File: src/logic/tc_limited_pkg.sv
/*
 * Constants for the reduced 16-bit timer/counter: register offsets, field
 * positions, reset values and waveform mode codes.
 * Assumes a byte-wide internal register port with an 8-bit address.
 */
package tc_limited_pkg;
    // Register byte offsets
    localparam logic [7:0] OFF_CONTROL_C      = 8'hA2;
    localparam logic [7:0] OFF_COUNTER_LOW    = 8'hA4;
    localparam logic [7:0] OFF_COUNTER_HIGH   = 8'hA5;
    localparam logic [7:0] OFF_COMPARE_A_LOW  = 8'hA8;
    localparam logic [7:0] OFF_COMPARE_A_HIGH = 8'hA9;
    localparam logic [7:0] OFF_COMPARE_B_LOW  = 8'hAA;
    localparam logic [7:0] OFF_COMPARE_B_HIGH = 8'hAB;
    localparam logic [7:0] OFF_COMPARE_C_LOW  = 8'hAC;
    localparam logic [7:0] OFF_COMPARE_C_HIGH = 8'hAD;
    // Control byte field: force strobe position
    localparam int         FORCE_C_BIT        = 5;
    // Reset values
    localparam logic [7:0]  BYTE_RESET        = 8'h00;
    localparam logic [15:0] WORD_RESET        = 16'h0000;
    // Non-PWM waveform mode codes
    localparam logic [3:0] MODE_NORMAL        = 4'h0;
    localparam logic [3:0] MODE_CTC_A         = 4'h4;
    localparam logic [3:0] MODE_CTC_ALT       = 4'hC;
    // Width of the data path
    localparam int         DATA_W             = 8;
endpackage

File: src/logic/tc_flag_bit.sv
/*
 * One sticky match flag: set by a match pulse, cleared by vector
 * acknowledge or a written one. Set wins over a clear in the same cycle.
 */
`timescale 1ns/1ps
module tc_flag_bit (
    input  wire logic mclk,
    input  wire logic reset,
    input  wire logic set,
    input  wire logic clear,
    output logic      flag
);
    typedef struct packed {
        logic flag;
    } flag_state_t;

    flag_state_t state_reg;
    flag_state_t state_next;

    // Set has priority so an event is never lost to a clear
    always_comb begin
        state_next = state_reg;
        if (set) begin
            state_next.flag = 1'b1;
        end else if (clear) begin
            state_next.flag = 1'b0;
        end
    end

    always_ff @(posedge mclk) begin
        if (reset) begin
            state_reg <= '0;
        end else begin
            state_reg <= state_next;
        end
    end

    assign flag = state_reg.flag;
endmodule // tc_flag_bit

File: src/logic/tc_limited_core.sv
/*
 * Counter and compare register part of a reduced 16-bit timer/counter that
 * drives no pins. Byte registers on an internal port with a shared high-byte
 * latch, three compare channels, match flags and a channel C force strobe.
 * Assumes the caller gives a timer clock tick and the waveform mode, and
 * that every register access lasts one mclk cycle.
 */
// Notes on behaviour
// - Force strobe honoured only in non-PWM modes
// - Force one acts as immediate channel C match
// - Forced match drives no output pin
// - Strobe is one cycle; output mode decides effect
// - Forced match: no interrupt, no counter clear
// - Force bit always reads as zero
// - Control bits 4 to 0 reserved, no function
// - Counter readable and writable as two bytes
// - Counter bytes pass through a high-byte latch
// - One latch shared by all 16-bit registers
// - Counter write blocks matches for next tick
// - Three compare values checked every tick
// - Match is the channel's interrupt source
// - Compare value commits both bytes together
// - Flag set cycle after match; cleared by ack/one
// - Normal and clear-on-compare are non-PWM modes
`timescale 1ns/1ps
module tc_limited_core #(
    parameter int WIDTH = 16
) (
    input  wire logic                           mclk,
    input  wire logic                           reset,
    input  wire logic                           timer_tick,
    input  wire logic [3:0]                     waveform_mode_select,
    input  wire logic [1:0]                     compare_c_output_mode,
    input  wire logic                           counter_clear,
    input  wire logic                           reg_write,
    input  wire logic                           reg_read,
    input  wire logic [7:0]                     reg_addr,
    input  wire logic [tc_limited_pkg::DATA_W-1:0] reg_wdata,
    input  wire logic [2:0]                     flag_write_one,
    input  wire logic [2:0]                     vector_ack,
    output logic [tc_limited_pkg::DATA_W-1:0]   reg_rdata,
    output logic [WIDTH-1:0]                    counter_value,
    output logic [2:0]                          compare_match,
    output logic [2:0]                          match_flags,
    output logic                                forced_match_c,
    output logic [1:0]                          forced_c_mode
);
    // Core state apart from the match pulses and flags, in one record
    typedef struct packed {
        logic [WIDTH-1:0] count;      // Live counter
        logic [WIDTH-1:0] cmp_a;      // Compare value A
        logic [WIDTH-1:0] cmp_b;      // Compare value B
        logic [WIDTH-1:0] cmp_c;      // Compare value C
        logic [7:0]       latch;      // Shared high-byte latch
        logic             block;      // Blank matches on next tick
        logic             forced;     // Forced channel C match pulse
        logic [1:0]       forced_mode;// Output mode seen by the force
        logic [7:0]       rdata;      // Registered read data
    } core_state_t;

    core_state_t state_reg;
    core_state_t state_next;

    // Decodes a waveform setting as one of the non-PWM modes
    function automatic logic is_non_pwm(input logic [3:0] mode);
        return (mode == tc_limited_pkg::MODE_NORMAL) ||
               (mode == tc_limited_pkg::MODE_CTC_A)  ||
               (mode == tc_limited_pkg::MODE_CTC_ALT);
    endfunction

    // Builds a 16-bit word from the latch and a low byte
    function automatic logic [WIDTH-1:0] join_word(input logic [7:0] hi,
                                                   input logic [7:0] lo);
        return WIDTH'({hi, lo});
    endfunction

    logic wr_hit_count;   // Low-byte write to the counter
    logic [2:0] raw_match;

    // Register map on the byte port
    //   control C  bit 5 force strobe,
    //              bits 4 to 0 unused
    //   counter    low byte, high byte
    //   compare A  low byte, high byte
    //   compare B  low byte, high byte
    //   compare C  low byte, high byte
    // Other offsets read zero and drop
    // writes; their owners sit beside us.
    //
    // Word access through the shared latch
    //   Write: the high byte only fills the
    //   latch. The low byte write moves the
    //   latch and the low byte into the word
    //   on one edge, so no comparator ever
    //   sees half of a new value.
    //   Read: a counter low read returns the
    //   low byte and copies the high byte of
    //   the same count into the latch. The
    //   high read returns the latch, so a
    //   carry between reads cannot tear it.
    // One latch serves every word. Code that
    // touches a word from an interrupt must
    // save the latch first; there is no
    // second copy to fall back on.
    // Compare words never change under
    // hardware, so they are read directly.
    //
    // Counter and tick
    //   The count moves only on a tick: up
    //   by one, or to zero when the outside
    //   mode logic asks for a clear at top.
    //   A low byte counter write wins over a
    //   tick in the same cycle, so the new
    //   value is what the next tick sees.
    //   The write also sets the block bit.
    //   It stays until the next tick and
    //   masks that tick on all channels, so
    //   a value written equal to a compare
    //   value does not match at once.
    //   The price: that match is lost, which
    //   is why software should leave a
    //   running counter alone.
    //
    // Match timing
    //   A channel compares the count held at
    //   a tick; its pulse follows on the next
    //   edge and lasts one cycle.
    //   The sticky flag follows the pulse by
    //   one cycle. A clear that meets a set
    //   loses, so no match is dropped by a
    //   late acknowledge.
    //
    // Force strobe on channel C
    //   A control write with bit 5 set, in a
    //   non-PWM mode, gives a one-cycle pulse
    //   after the write and the output mode
    //   of that moment beside it.
    //   The pulse only reaches the forced
    //   outputs: it sets no flag and never
    //   clears the counter, even with
    //   channel C as the top value.
    //   In a PWM mode the write is dropped.
    //   Nothing of the bit is stored, so it
    //   reads back as zero like bits 4 to 0.
    //   The mode decode reads the live mode
    //   input at the write, not a copy.
    //
    // Reset
    //   Synchronous; clears every word, the
    //   latch, the block bit and the pulses.
    //   An access may follow on the first
    //   edge after release.
    //
    // Outputs, all from flip-flops
    //   reg_rdata      held until next read
    //   counter_value  live count
    //   compare_match  pulses, bit 0 is A
    //   match_flags    sticky, bit 0 is A
    //   forced_match_c forced pulse for C
    //   forced_c_mode  mode with the pulse
    //
    // Limitations
    //   Each access is one cycle; a read and
    //   a write in the same cycle are not
    //   supported.
    //   No overflow or capture logic lives
    //   here; those belong to the flag and
    //   capture blocks beside this one.
    //   The latch logic assumes 16-bit words,
    //   so WIDTH should stay at 16.
    //   A forced pulse is not masked by the
    //   block bit; it never drives a flag.

    // Next-state logic: counter, register port and force strobe
    always_comb begin
        state_next        = state_reg;
        state_next.forced = 1'b0;
        state_next.rdata  = state_reg.rdata;
        wr_hit_count      = 1'b0;

        // Each tick advances the count, or zeroes it on counter_clear; the block lasts one tick only
        if (timer_tick) begin
            state_next.block = 1'b0;
            if (counter_clear) begin
                state_next.count = tc_limited_pkg::WORD_RESET;
            end else begin
                state_next.count = state_reg.count + WIDTH'(1);
            end
        end

        if (reg_write) begin
            unique case (reg_addr)
                // high bytes go to the latch
                tc_limited_pkg::OFF_COUNTER_HIGH,
                tc_limited_pkg::OFF_COMPARE_A_HIGH,
                tc_limited_pkg::OFF_COMPARE_B_HIGH,
                tc_limited_pkg::OFF_COMPARE_C_HIGH: begin
                    state_next.latch = reg_wdata;
                end
                tc_limited_pkg::OFF_COUNTER_LOW: begin
                    state_next.count = join_word(state_reg.latch, reg_wdata);
                    wr_hit_count     = 1'b1;
                end
                tc_limited_pkg::OFF_COMPARE_A_LOW: begin
                    state_next.cmp_a = join_word(state_reg.latch, reg_wdata);
                end
                tc_limited_pkg::OFF_COMPARE_B_LOW: begin
                    state_next.cmp_b = join_word(state_reg.latch, reg_wdata);
                end
                tc_limited_pkg::OFF_COMPARE_C_LOW: begin
                    state_next.cmp_c = join_word(state_reg.latch, reg_wdata);
                end
                tc_limited_pkg::OFF_CONTROL_C: begin
                    // force acts as channel C match
                    if (reg_wdata[tc_limited_pkg::FORCE_C_BIT] &&
                        is_non_pwm(waveform_mode_select)) begin
                        state_next.forced      = 1'b1;
                        state_next.forced_mode = compare_c_output_mode;
                    end
                end
                default: begin
                    // Other offsets belong to neighbouring logic
                end
            endcase
        end

        // block the next tick
        // Placed after the tick update so a write in a tick cycle still blocks
        if (wr_hit_count) begin
            state_next.block = 1'b1;
        end

        if (reg_read) begin
            unique case (reg_addr)
                tc_limited_pkg::OFF_COUNTER_LOW: begin
                    state_next.rdata = state_reg.count[7:0];
                    state_next.latch = state_reg.count[15:8];
                end
                // High reads return the latch, as filled by a low read
                tc_limited_pkg::OFF_COUNTER_HIGH: begin
                    state_next.rdata = state_reg.latch;
                end
                // Compare values are never changed by hardware: read direct
                tc_limited_pkg::OFF_COMPARE_A_LOW:  state_next.rdata = state_reg.cmp_a[7:0];
                tc_limited_pkg::OFF_COMPARE_A_HIGH: state_next.rdata = state_reg.cmp_a[15:8];
                tc_limited_pkg::OFF_COMPARE_B_LOW:  state_next.rdata = state_reg.cmp_b[7:0];
                tc_limited_pkg::OFF_COMPARE_B_HIGH: state_next.rdata = state_reg.cmp_b[15:8];
                tc_limited_pkg::OFF_COMPARE_C_LOW:  state_next.rdata = state_reg.cmp_c[7:0];
                tc_limited_pkg::OFF_COMPARE_C_HIGH: state_next.rdata = state_reg.cmp_c[15:8];
                tc_limited_pkg::OFF_CONTROL_C: state_next.rdata = tc_limited_pkg::BYTE_RESET;
                default: state_next.rdata = tc_limited_pkg::BYTE_RESET;
            endcase
        end
    end

    // State register
    always_ff @(posedge mclk) begin
        if (reset) begin
            state_reg <= '0;
        end else begin
            state_reg <= state_next;
        end
    end

    // Comparators share one block bit
    // three comparators on every tick
    tc_match_unit #(.WIDTH(WIDTH)) u_match_a (
        .mclk  (mclk),
        .reset (reset),
        .tick  (timer_tick),
        .block (state_reg.block),
        .count (state_reg.count),
        .value (state_reg.cmp_a),
        .match (raw_match[0])
    );
    // Channel B comparator
    tc_match_unit #(.WIDTH(WIDTH)) u_match_b (
        .mclk  (mclk),
        .reset (reset),
        .tick  (timer_tick),
        .block (state_reg.block),
        .count (state_reg.count),
        .value (state_reg.cmp_b),
        .match (raw_match[1])
    );
    // Channel C comparator
    tc_match_unit #(.WIDTH(WIDTH)) u_match_c (
        .mclk  (mclk),
        .reset (reset),
        .tick  (timer_tick),
        .block (state_reg.block),
        .count (state_reg.count),
        .value (state_reg.cmp_c),
        .match (raw_match[2])
    );

    // One sticky flag per channel, A first
    // flags set after match, cleared by ack or one
    // forced pulse never reaches these flags
    tc_flag_bit u_flag_a (
        .mclk  (mclk),
        .reset (reset),
        .set   (raw_match[0]),
        .clear (vector_ack[0] | flag_write_one[0]),
        .flag  (match_flags[0])
    );
    // Channel B flag
    tc_flag_bit u_flag_b (
        .mclk  (mclk),
        .reset (reset),
        .set   (raw_match[1]),
        .clear (vector_ack[1] | flag_write_one[1]),
        .flag  (match_flags[1])
    );
    // Channel C flag
    tc_flag_bit u_flag_c (
        .mclk  (mclk),
        .reset (reset),
        .set   (raw_match[2]),
        .clear (vector_ack[2] | flag_write_one[2]),
        .flag  (match_flags[2])
    );

    // forced match is internal only, no pin
    assign forced_match_c = state_reg.forced;
    assign forced_c_mode  = state_reg.forced_mode;
    assign compare_match  = raw_match;
    assign counter_value  = state_reg.count;
    assign reg_rdata      = state_reg.rdata;
endmodule // tc_limited_core

File: src/logic/tc_match_unit.sv
/*
 * One compare channel: takes a compare value and raises a match pulse when
 * the counter equals it on a timer clock tick, unless matches are blocked.
 * Assumes the value is already committed whole by the caller.
 */
`timescale 1ns/1ps
module tc_match_unit #(
    parameter int WIDTH = 16
) (
    input  wire logic             mclk,
    input  wire logic             reset,
    input  wire logic             tick,
    input  wire logic             block,
    input  wire logic [WIDTH-1:0] count,
    input  wire logic [WIDTH-1:0] value,
    output logic                  match
);
    // Registered match pulse
    typedef struct packed {
        logic match;
    } match_state_t;

    match_state_t state_reg;
    match_state_t state_next;

    // Compare on every tick; a write to the counter blanks one tick
    always_comb begin
        state_next       = state_reg;
        state_next.match = tick && !block && (count == value);
    end

    // State register
    always_ff @(posedge mclk) begin
        if (reset) begin
            state_reg <= '0;
        end else begin
            state_reg <= state_next;
        end
    end

    assign match = state_reg.match;
endmodule // tc_match_unit

File: config.mk
export PLATFORM = sky130hd
export DESIGN_NAME = tc_limited_core
export DESIGN_NICKNAME = d
export VERILOG_FILES = /design/src/logic/tc_limited_pkg.sv /design/src/logic/tc_flag_bit.sv /design/src/logic/tc_limited_core.sv /design/src/logic/tc_match_unit.sv
export SDC_FILE = /design/constraint.sdc
export NUM_CORES = 1
export LEC_CHECK = 0
export BUFFER_PORTS_ARGS = -buffer_cell sky130_fd_sc_hd__buf_2
export CORE_ASPECT_RATIO = 1.2
export CORE_MARGIN = 2
export CORE_UTILIZATION = 45
export DETAILED_ROUTE_END_ITERATION = 8
export PLACE_DENSITY_LB_ADDON = 0.12
export SLEW_MARGIN = 5
export SYNTH_ARGS = -nofsm -noshare
export SYNTH_HDL_FRONTEND = slang
export SYNTH_SLANG_ARGS = --single-unit
File: constraint.sdc
create_clock -name mclk -period 3.9 [get_ports mclk]
set_input_delay 0 -clock mclk [delete_from_list [all_inputs] [get_ports mclk]]
set_output_delay 0 -clock mclk [all_outputs]
set_load 0.02 [all_outputs]
Word-level counts from Yosys, hierarchy flattened
Cells that the tools add are included.

word-level totals
  input bits = 34
  register bits after elaboration = 90
  output and inout port bits = 33

operators by class
  equality and inequality tests = 14
  muxes and demuxes = 22
  bitwise operators = 5
  reduce and logical (&&, ||, !) cells = 19
  add/sub/neg operators = 1

operator list
  kind                                                                    count
  16-bit two-way mux                                                      6
  8-bit equality test (second input constant)                             9
  72-bit two-way mux                                                      1
  8-bit one-hot mux with 8 select lines                                   1
  16-bit equality test                                                    3
  8-bit two-way mux                                                       3
  16-bit by 1-bit adder with 16-bit output (second input constant)        1
  1-bit two-way mux                                                       10
  2-bit nonzero test                                                      4
  2-bit AND reduction                                                     3
  1-bit logical AND                                                       5
  4-bit by 3-bit equality test with 1-bit output (second input constant)  1
  4-bit equality test (second input constant)                             1
  4-bit zero test                                                         1
  4-bit OR reduction                                                      1
  3-bit two-way mux                                                       1
  1-bit bitwise OR                                                        3
  3-bit AND reduction                                                     1
  3-bit OR reduction                                                      1
  1-bit logical OR                                                        2
  1-bit NOT                                                               2
  1-bit zero test                                                         1

Longest topological paths before layout
Gate-level depths: netlist of run 1.

  depth in word-level cells = 7
  gate-level depth with buffers = 8

Hierarchy
Synthesis of run 1 repeated with hierarchy kept, for this count alone.

second synthesis, totals
  cell total of the unflattened synthesis = 521
  area, all modules = 4926.0 um^2

by module, submodules not included
  module           cells each  instances  area an instance (um^2)  seq. area each (um^2)
  tc_limited_core  440         1          4190.3                   1681.6
  tc_match_unit    23          3          206.4                    20.0
  tc_flag_bit      4           3          38.8                     20.0

Worst setup path after synthesis of run 1
OpenSTA, ideal clock, no wires.

  path type = register to register
  start point = reg state_reg (netlist bit counter_value[0])
  end point = reg state_reg (netlist bit counter_value[15])
  data arrival time = 1.448 ns
  clock period less this slack = 1.573 ns
  library setup time = 0.124 ns
  slack = 2.327 ns
  stages on the path, launching flop included = 6
  cell sequence = dfxtp_1 -> clkbuf_1 -> nand4_1 -> nor4_1 -> xnor2_1 -> o21ai_0

on the way
  longest elaborated chain between the ends = 5

RTL lines
  item                                        RTL line                RTL
  start, declared                             tc_limited_core.sv:61   core_state_t state_reg;
  start signal, assigned                      tc_limited_core.sv:261  state_reg <= state_next;
  16-bit by 1-bit adder with 16-bit output *  tc_limited_core.sv:187  state_next.count = state_reg.count + WIDTH'(1);
  16-bit two-way mux *                        tc_limited_core.sv:184  if (counter_clear) begin
  16-bit two-way mux *                        tc_limited_core.sv:182  if (timer_tick) begin
  16-bit two-way mux                          tc_limited_core.sv:192  unique case (reg_addr)
  72-bit two-way mux *                        tc_limited_core.sv:191  if (reg_write) begin

Every way passes the cells marked *; elsewhere a longest branch is shown, timed or not.
A chain may end at the register's enable or synchronous reset.

Final worst setup path of run 1
  start point = reg state_reg (netlist bit counter_value[3])
  end point = reg state_reg (netlist bit counter_value[14])

The elaborated chain is that of the path after synthesis.

==> flow_results.org, run 1 <==
** Status
- The flow ran to the end, and the final reports show no timing, DRC or antenna violations.

** Drt
- Metal-1 WL :: roughly 6.4 mm
- Starting DRT DRC Count :: ~300
- After detailed routing, the average wire length per cell comes to slightly above 20 µm.
- Routed via count :: between 4k and 5k
- The routed design uses slightly below 900 µm of met3 wire.
- In the routed layout, each cell is associated on average with a via count of between 5 and 6.
- Highest metal layer with signal wires :: met4
- In the detailed route, the total length drawn on met2 is approximately 6.9 mm.
- Number of nets with antenna violations after detailed routing :: 0
- Routed Wire Length :: approximately 15 mm
- After detailed routing, the number of remaining DRC violations is 0.
- The first TritonRoute pass finished after 5 iterations.

** Floorplanning
- The die covers roughly 0.012 mm².
- Row cnt :: 42
- Starting density of the core :: around 46%
- Die Ht :: ~120 µm
- After floorplanning, the core was sized to cover roughly 0.011 mm².
- 67 I/O pins were placed.
- Width of the die :: 101 µm

** Timing
- The number of max-slew violations in the final report came to 0.
- Based on the critical path, the design can be clocked at up to ~500 MHz.
- Slew headroom :: a little over 30%
- Worst-Margin Slew :: approximately 1.0 ns
- The count of endpoints failing hold in the final timing report is 0.
- Time the final worst path needs with I/O delays and setup :: 2.02 ns
- Setup repair after global routing left no endpoint under its margin.
- After layout, the worst path uses between 50% and 60% of the clock period.
- Smallest hold slack :: about 0.037 ns
- For the final database, setup skew stands at between 0.004 and 0.005 ns.
- Final-report setup violation count :: 0
- Adding up every negative setup slack in the final design gives 0 ns.

** Yosys
- After synthesis, the mean cell area works out to slightly below 9 µm².
- Ys flop type :: sky130_fd_sc_hd__dfxtp_1
- Main combinational cell family by area after synthesis :: simple AND/OR/NAND/NOR gates
- Cells taking the most area after synthesis :: sky130_fd_sc_hd__dfxtp_1, sky130_fd_sc_hd__mux2i_1, sky130_fd_sc_hd__xor2_1, sky130_fd_sc_hd__buf_4, sky130_fd_sc_hd__nand2_1
- After Yosys synthesis, XOR and XNOR cells account for 10.3% of the synthesized area.
- Of the total synthesized cell area, the portion taken by AND, OR, NAND and NOR gates is a little under a fifth.
- The synthesized design contains 0 enable-type register cells.
- Summing the areas of all compound-gate instances in the mapped netlist gives 10.6% of the synthesized area.
- Post-synthesis cell type with the largest combined area :: sky130_fd_sc_hd__dfxtp_1
- Share of Yosys cell area claimed by the top area cell type :: a little over a third
- After Yosys synthesis, full adders, half adders and majority gates account for less than 1% of the synthesized area.
- In this run the cell area of the synthesized design comes to a little over 0.005 mm².
- Cell with the most instances after synthesis :: sky130_fd_sc_hd__dfxtp_1
- Top cells by count, synth :: sky130_fd_sc_hd__dfxtp_1, sky130_fd_sc_hd__mux2i_1, sky130_fd_sc_hd__nand2_1
- After synthesis the netlist holds a flip-flop and latch count of 90.
- Syn_nets :: 605
- Sequential cells were found to cover roughly 36% of the synthesized design area.
- Yosys warning count :: 0
- The portion of synthesized area spent on multiplexers is about 15%.
- Synthesis handed over a netlist of between 500 and 600 instances.
- Fraction of synthesis flops using an asynchronous set or reset pin :: 0%
- Number of library cell types mapped by synthesis :: 47

** Setup path
- STA puts the critical path data required time at ~4.1 ns.
- Crit path launch :: counter_value[3]
- Critical Path Start Type :: flop
- The worst setup path is captured at a flop.
- The worst setup path is of the reg -> reg kind.
- Reg-to-reg startpoint :: counter_value[3]
- Highest net fanout along the worst path :: 10
- Data arrival at the endpoint of the critical path :: between 2 and 2.5 ns

** Global route
- Initial antenna violation count :: 0
- Total congestion overflow :: 0
- For this run, the total global-route usage over all layers was measured as approximately a quarter.
- Entering global routing, the biggest net connects 42 pins.
- Via count of the first global-routing pass :: between 4k and 5k
- First-pass GRT wire length :: between 20 and 25 mm

** Place
- GPL Wtd Cong :: between 0.9 and 1
- Detailed placement ended at an HPWL of a little over 10 mm.
- Number of buffers added on ports :: 66

** Final layout
- Number of fillers in the final layout :: 1055
- Proportion of layout cells with a drive suffix above 1 :: between 10% and 20%
- Relative to the synthesized area, the layout overhead comes to 11.1%.
- Diode count :: 0
- At the end of the flow, the number of nets in the layout was ~630.
- Area taken by multi-input logic gates :: roughly 0.0028 mm²
- Largest register FFs :: 57
- Sequential cell area :: about 0.0018 mm²

** Clock tree
- Cell chosen for the clock root :: sky130_fd_sc_hd__clkbuf_16
- H-tree depth :: 3
- For this design, the CTS-stage hold fixing added 17 buffers.
- At the later pin of the worst-skew pair, clock insertion delay measures about 0.35 ns.
- Reg clk slew, reported paths :: approximately 0.06 ns
- TritonCTS Buffers :: 9
- TritonCTS built the clock tree.
- Gates resized during post-CTS repair numbered 0.
- In this run the deepest clock path goes through 2 buffers.
- Setup bufs post-CTS :: 0
- For this design, the sink count on the clock tree is 90.

** Power
- In this run the power density over the cells is ~370 mW/mm².
- Across the VDD grid, the largest voltage drop is 0.150 mV.
- Leakage power :: around 2.2 nW

** Min path
- The worst hold path begins at counter_clear.
- HP Class :: in -> reg

** Run
- Max-cap violations :: 0
## area by class of cell
| cell class | instances | area share [%] |
|---|---|---|
| inverters | 4 | 0.269 |
| flip-flops and latches | 90 | 32.2 |
| multi-input cells | 402 | 49.3 |
| clock inverters | 5 | 1.83 |
| well taps | 132 | 2.95 |
| repair buffers | 85 | 9.22 |
| clock buffers | 11 | 4.16 |
## path summary, 6_finish.rpt
path	end	slack, ns	cells after the start
worst min-delay path	counter_value[1]	0.04	4
worst max register to register	counter_value[14]	1.88	4
worst min register to register	reg_rdata[6]	0.45	2
worst max-delay path	counter_value[14]	1.88	4
## logic make-up (layout without fill, tap and decap cells)
| family | after synthesis | in the layout |
|---|---|---|
| AND/OR/NAND/NOR | 182 | 182 |
| adder cells (fa/ha/maj) | 1 | 1 |
| buffers and inverters | 78 | 105 |
| XOR/XNOR | 59 | 59 |
| AO/OA/AOI/OAI | 88 | 88 |
| multiplexers | 72 | 72 |
| flip-flops | 90 | 90 |
## critical path, cell delays in order (launching register included)
cell and delay (ns):
sky130_fd_sc_hd__dfxtp_1 0.67, sky130_fd_sc_hd__nand4_1 0.47, sky130_fd_sc_hd__nor4_1 0.48, sky130_fd_sc_hd__xnor2_1 0.16, sky130_fd_sc_hd__o21ai_0 0.11
## stage by stage
step	total power, mW	util [%]	instance area, µm²	cells	worst slack, ns
2_1_floorplan	1.03	-	5030	570	2.33
3_3_place_gp	1.07	46.3	5090	696	1.78
3_5_place_dp	1.07	46.3	5090	696	1.72
4_1_cts	2.06	50.9	5590	729	1.88
5_1_grt	2.11	50.9	5590	729	1.74
6_report	2.05	50.9	5590	729	1.88
## power breakdown
group,internal (mW),leakage (nW),switching (mW)
registers,0.924,0.726,0.00645
clock network,0.625,0.160,0.359
logic,0.0514,1.32,0.0859
## cell usage in the layout (no fill, tap or decap), types with 2 or more instances in the layout
master,count
sky130_fd_sc_hd__dfxtp_1,90
sky130_fd_sc_hd__mux2i_1,70
sky130_fd_sc_hd__nand2_1,69
sky130_fd_sc_hd__buf_2,66
sky130_fd_sc_hd__nor2_1,47
sky130_fd_sc_hd__xor2_1,35
sky130_fd_sc_hd__a21oi_1,27
sky130_fd_sc_hd__xnor2_1,24
sky130_fd_sc_hd__o21ai_0,21
sky130_fd_sc_hd__dlygate4sd3_1,17
sky130_fd_sc_hd__nor4_1,13
sky130_fd_sc_hd__o22ai_1,12
sky130_fd_sc_hd__nor3_1,12
sky130_fd_sc_hd__nand4_1,10
sky130_fd_sc_hd__a22oi_1,9
sky130_fd_sc_hd__clkbuf_16,9
sky130_fd_sc_hd__o21ai_1,8
sky130_fd_sc_hd__nand3_1,8
sky130_fd_sc_hd__nand2b_1,5
sky130_fd_sc_hd__inv_1,4
sky130_fd_sc_hd__nor4_4,3
sky130_fd_sc_hd__o21a_1,3
sky130_fd_sc_hd__bufinv_16,3
sky130_fd_sc_hd__mux4_2,2
sky130_fd_sc_hd__o32ai_1,2
sky130_fd_sc_hd__clkbuf_1,2
sky130_fd_sc_hd__buf_4,2
## routing by layer
layer  up-vias  GRT usage (%)
li1       1986              -
met1      1986           32.7
met2       157           40.3
met3        28           5.88
met4         0           10.7
met5         -              0
Power figures use the tool's default switching activity.
==> run 2, diff against run 1 <==
Clock period 3.9 ns to 2.1 ns, I/O delays scaled along.
==> flow_results.org, run 2 (synthesis gave the netlist of run 1 again) <==
** Drt
- The remaining routing DRC violations came to 0 (unchanged).
- Routed via count :: 4302 (was 4157)
- Starting DRT DRC Count :: 257 (was 304)
- Routed Wire Length :: 15.5 mm (was 14.8 mm)
- The mean number of vias per cell came to 5.72 (was 5.70).
- First drt pass iteration count :: 5 (unchanged)
- The post-route antenna net violation count came to 0 (unchanged).
- Wire length per cell after detailed routing :: 20.6 µm (was 20.3 µm)

** Setup path
- Worst setup path class :: reg -> reg (unchanged)
- Critical Path Start Type :: flop (unchanged)
- Data arrival at the endpoint of the critical path :: 2.10 ns (was 2.23 ns)
- The kind of capture point of the worst setup path was a flop (unchanged).
- The number of buffer and inverter instances along the worst setup path was 0 (unchanged).
- Worst path cell trace :: nand4_1 > nor4_1 > xnor2_1 > o21ai_0 (unchanged)
- Worst path required time :: 2.32 ns (was 4.12 ns)
- The largest incremental delay on the critical path came to 0.58 ns (was 0.67 ns).
- Highest net fanout along the worst path :: 9 (was 10)
- Slowest stage cell on the critical path :: sky130_fd_sc_hd__dfxtp_1 (unchanged)
- The kind of cell with the highest combined delay on the critical path is simple AND/OR/NAND/NOR gates (unchanged).

** Floorplanning
- The area of the placeable core came to 0.0110 mm² (unchanged).
- The initial cell density of the core was 45.8% (unchanged).
- The floorplan die height is 120 µm (unchanged).
- The chip width came to 101 µm (unchanged).
- The number of standard-cell rows in the floorplan is 42 (unchanged).
- Die footprint :: 0.0121 mm² (unchanged)
- IO Pins :: 67 (unchanged)

** Final layout
- The area growth from synthesis to layout is 15.1% (was 11.1%).
- The commonest non-fill, non-tap cell in the layout is sky130_fd_sc_hd__dfxtp_1 (unchanged).
- The antenna cell count came to 0 (unchanged).
- The share of the core filled with cells in the final layout is 52.7% (was 50.9%).
- Net count of the finished layout :: 650 (was 627)
- The non-filler instance count after layout came to 752 (was 729).
- Largest register FFs :: 57 (unchanged)
- Highest-count cells in the layout ignoring fill and taps :: sky130_fd_sc_hd__dfxtp_1, sky130_fd_sc_hd__mux2i_1, sky130_fd_sc_hd__nand2_1, sky130_fd_sc_hd__buf_2, sky130_fd_sc_hd__nor2_1 (unchanged)
- Number of fillers in the final layout :: 1038 (was 1055)
- The share of cells above drive strength 1 is 19.8% (was 16.2%).

** Timing
- The transition time at the pin with the least slew margin is 0.671 ns (was 1.05 ns).
- Max Freq :: 534 MHz (was 496 MHz)
- Clock skew after layout :: 0.00996 ns (was 0.00470 ns)
- The final sum of negative setup slack was 0 ns (unchanged).
- The number of setup violations in the final report is 0 (unchanged).
- RSZ-0062 raised after global routing: false (unchanged).
- The count of endpoints failing hold in the final timing report is 0 (unchanged).
- The worst slew slack as a fraction of its limit came to 54.9% (was 30.2%).
- The number of max-slew violations in the final report came to 0 (unchanged).
- Share of the cycle needed by the critical path after routing :: 89.1% (was 51.7%)
- Time the final worst path needs with I/O delays and setup :: 1.87 ns (was 2.02 ns)

** Global route
- Via count of the first global-routing pass :: 4244 (was 4037)
- Global-route total usage across every layer :: 26.5% (was 25.3%)
- Maximum number of pins on one net before global-route repair :: 24 (was 42)
- The first-pass GRT wire length came to 24.0 mm (was 22.8 mm).
- The met2 track demand over resource is 43.3% (was 40.3%).
- The global-route track usage on met3 came to 5.59% (was 5.88%).
- Total congestion overflow :: 0 (unchanged)
- The number of antenna violations at the first check in global routing was 0 (unchanged).
- Met1 Usage GRT :: 33.8% (was 32.7%)
- Highest-utilization routing layer at the global route stage :: met2 (unchanged)

** Clock tree
- The number of sinks on the clock net came to 90 (unchanged).
- Insertion delay to the later sink of the worst-skew pair :: 0.35 ns (about the same)
- The total CTS buffers was 9 (unchanged).
- Cell chosen for the clock root :: sky130_fd_sc_hd__clkbuf_16 (unchanged)
- CTS max path bufs :: 2 (unchanged)
- The clock tree from TritonCTS was done (unchanged).
- The number of H-tree levels came to 3 (unchanged).
- Setup bufs post-CTS :: 0 (unchanged)
- The clock input transition at the sequential cells of the worst setup and hold paths came to 0.06 ns (about the same).
- The post-cts resize count came to 0 (unchanged).
- Number of hold buffers added after cts :: 16 (was 17)

** Place
- The count of buffers inserted at the top-level ports is 66 (unchanged).
- The count of placed standard cells including taps is 720 (was 696).
- The final HPWL from detailed placement came to 11.2 mm (was 10.4 mm).
- The placer congestion estimate came to 0.963 (was 0.901).

** Status
- Outcome :: finished clean (unchanged)

** Power
- The total power density per cell area came to 687 mW/mm² (was 367 mW/mm²).
- The static leakage is 2.34 nW (was 2.21 nW).
- The maximum vdd drop is 0.472 mV (was 0.150 mV).

** Min path
- The classification of the worst-slack hold path is in -> reg (unchanged).

** Run
- The max-capacitance violation count came to 0 (unchanged).
run 2: tightest hold or removal path, cell delays in order:
cell	delay, ns
sky130_fd_sc_hd__buf_2	0.17
sky130_fd_sc_hd__nand2_1	0.08
sky130_fd_sc_hd__a21oi_1	0.06
run 2: final timing paths:
check,startpoint,end,slack [ns],depth (start not counted)
min reg2reg,reg_rdata[2],reg_rdata[2],0.45,2
max,counter_value[2],counter_value[15],0.23,4
max reg2reg,counter_value[2],counter_value[15],0.23,4
min,reg_wdata[5],state_reg[57],0.02,3
run 2: layout make-up:
cell class                 instances  area, µm²  area share [%]
clock inverter                     7        141            2.44
multi-input combinational        402       2760            47.6
clock buffer                       9        225            3.89
sequential                        90       1800            31.1
tap                              132        165            2.85
inverter                           4       15.0           0.259
timing repair buffer             108        686            11.8
run 2: where the power goes:
part           leakage, nW  switching, mW  internal [mW]
clock network        0.176          0.701           1.28
registers            0.726         0.0105           1.72
logic                 1.44          0.164          0.102
total                 2.34          0.875           3.10
run 2: layer usage:
| layer | part of all wire [%] | routed length (µm) | vias up |
|---|---|---|---|
| li1 | - | - | 2032 |
| met1 | 41 | 6380 | 2031 |
| met2 | 48 | 7390 | 202 |
| met3 | 7.6 | 1180 | 37 |
| met4 | 3.4 | 532 | 0 |
| met5 | 0 | 0 | - |
run 2: stage by stage:
step | cell area [µm²] | hold WS [ns] | setup slack (ns) | power, mW
3_5_place_dp | 5270 | 0.267 | 0.250 | 2.01
5_1_grt | 5790 | 0.0189 | 0.0701 | 4.09
4_1_cts | 5790 | 0.00406 | 0.238 | 3.99
6_report | 5790 | 0.0193 | 0.228 | 3.98
2_1_floorplan | 5030 | 0.136 | 0.527 | 1.92
3_3_place_gp | 5270 | 0.266 | 0.302 | 2.00
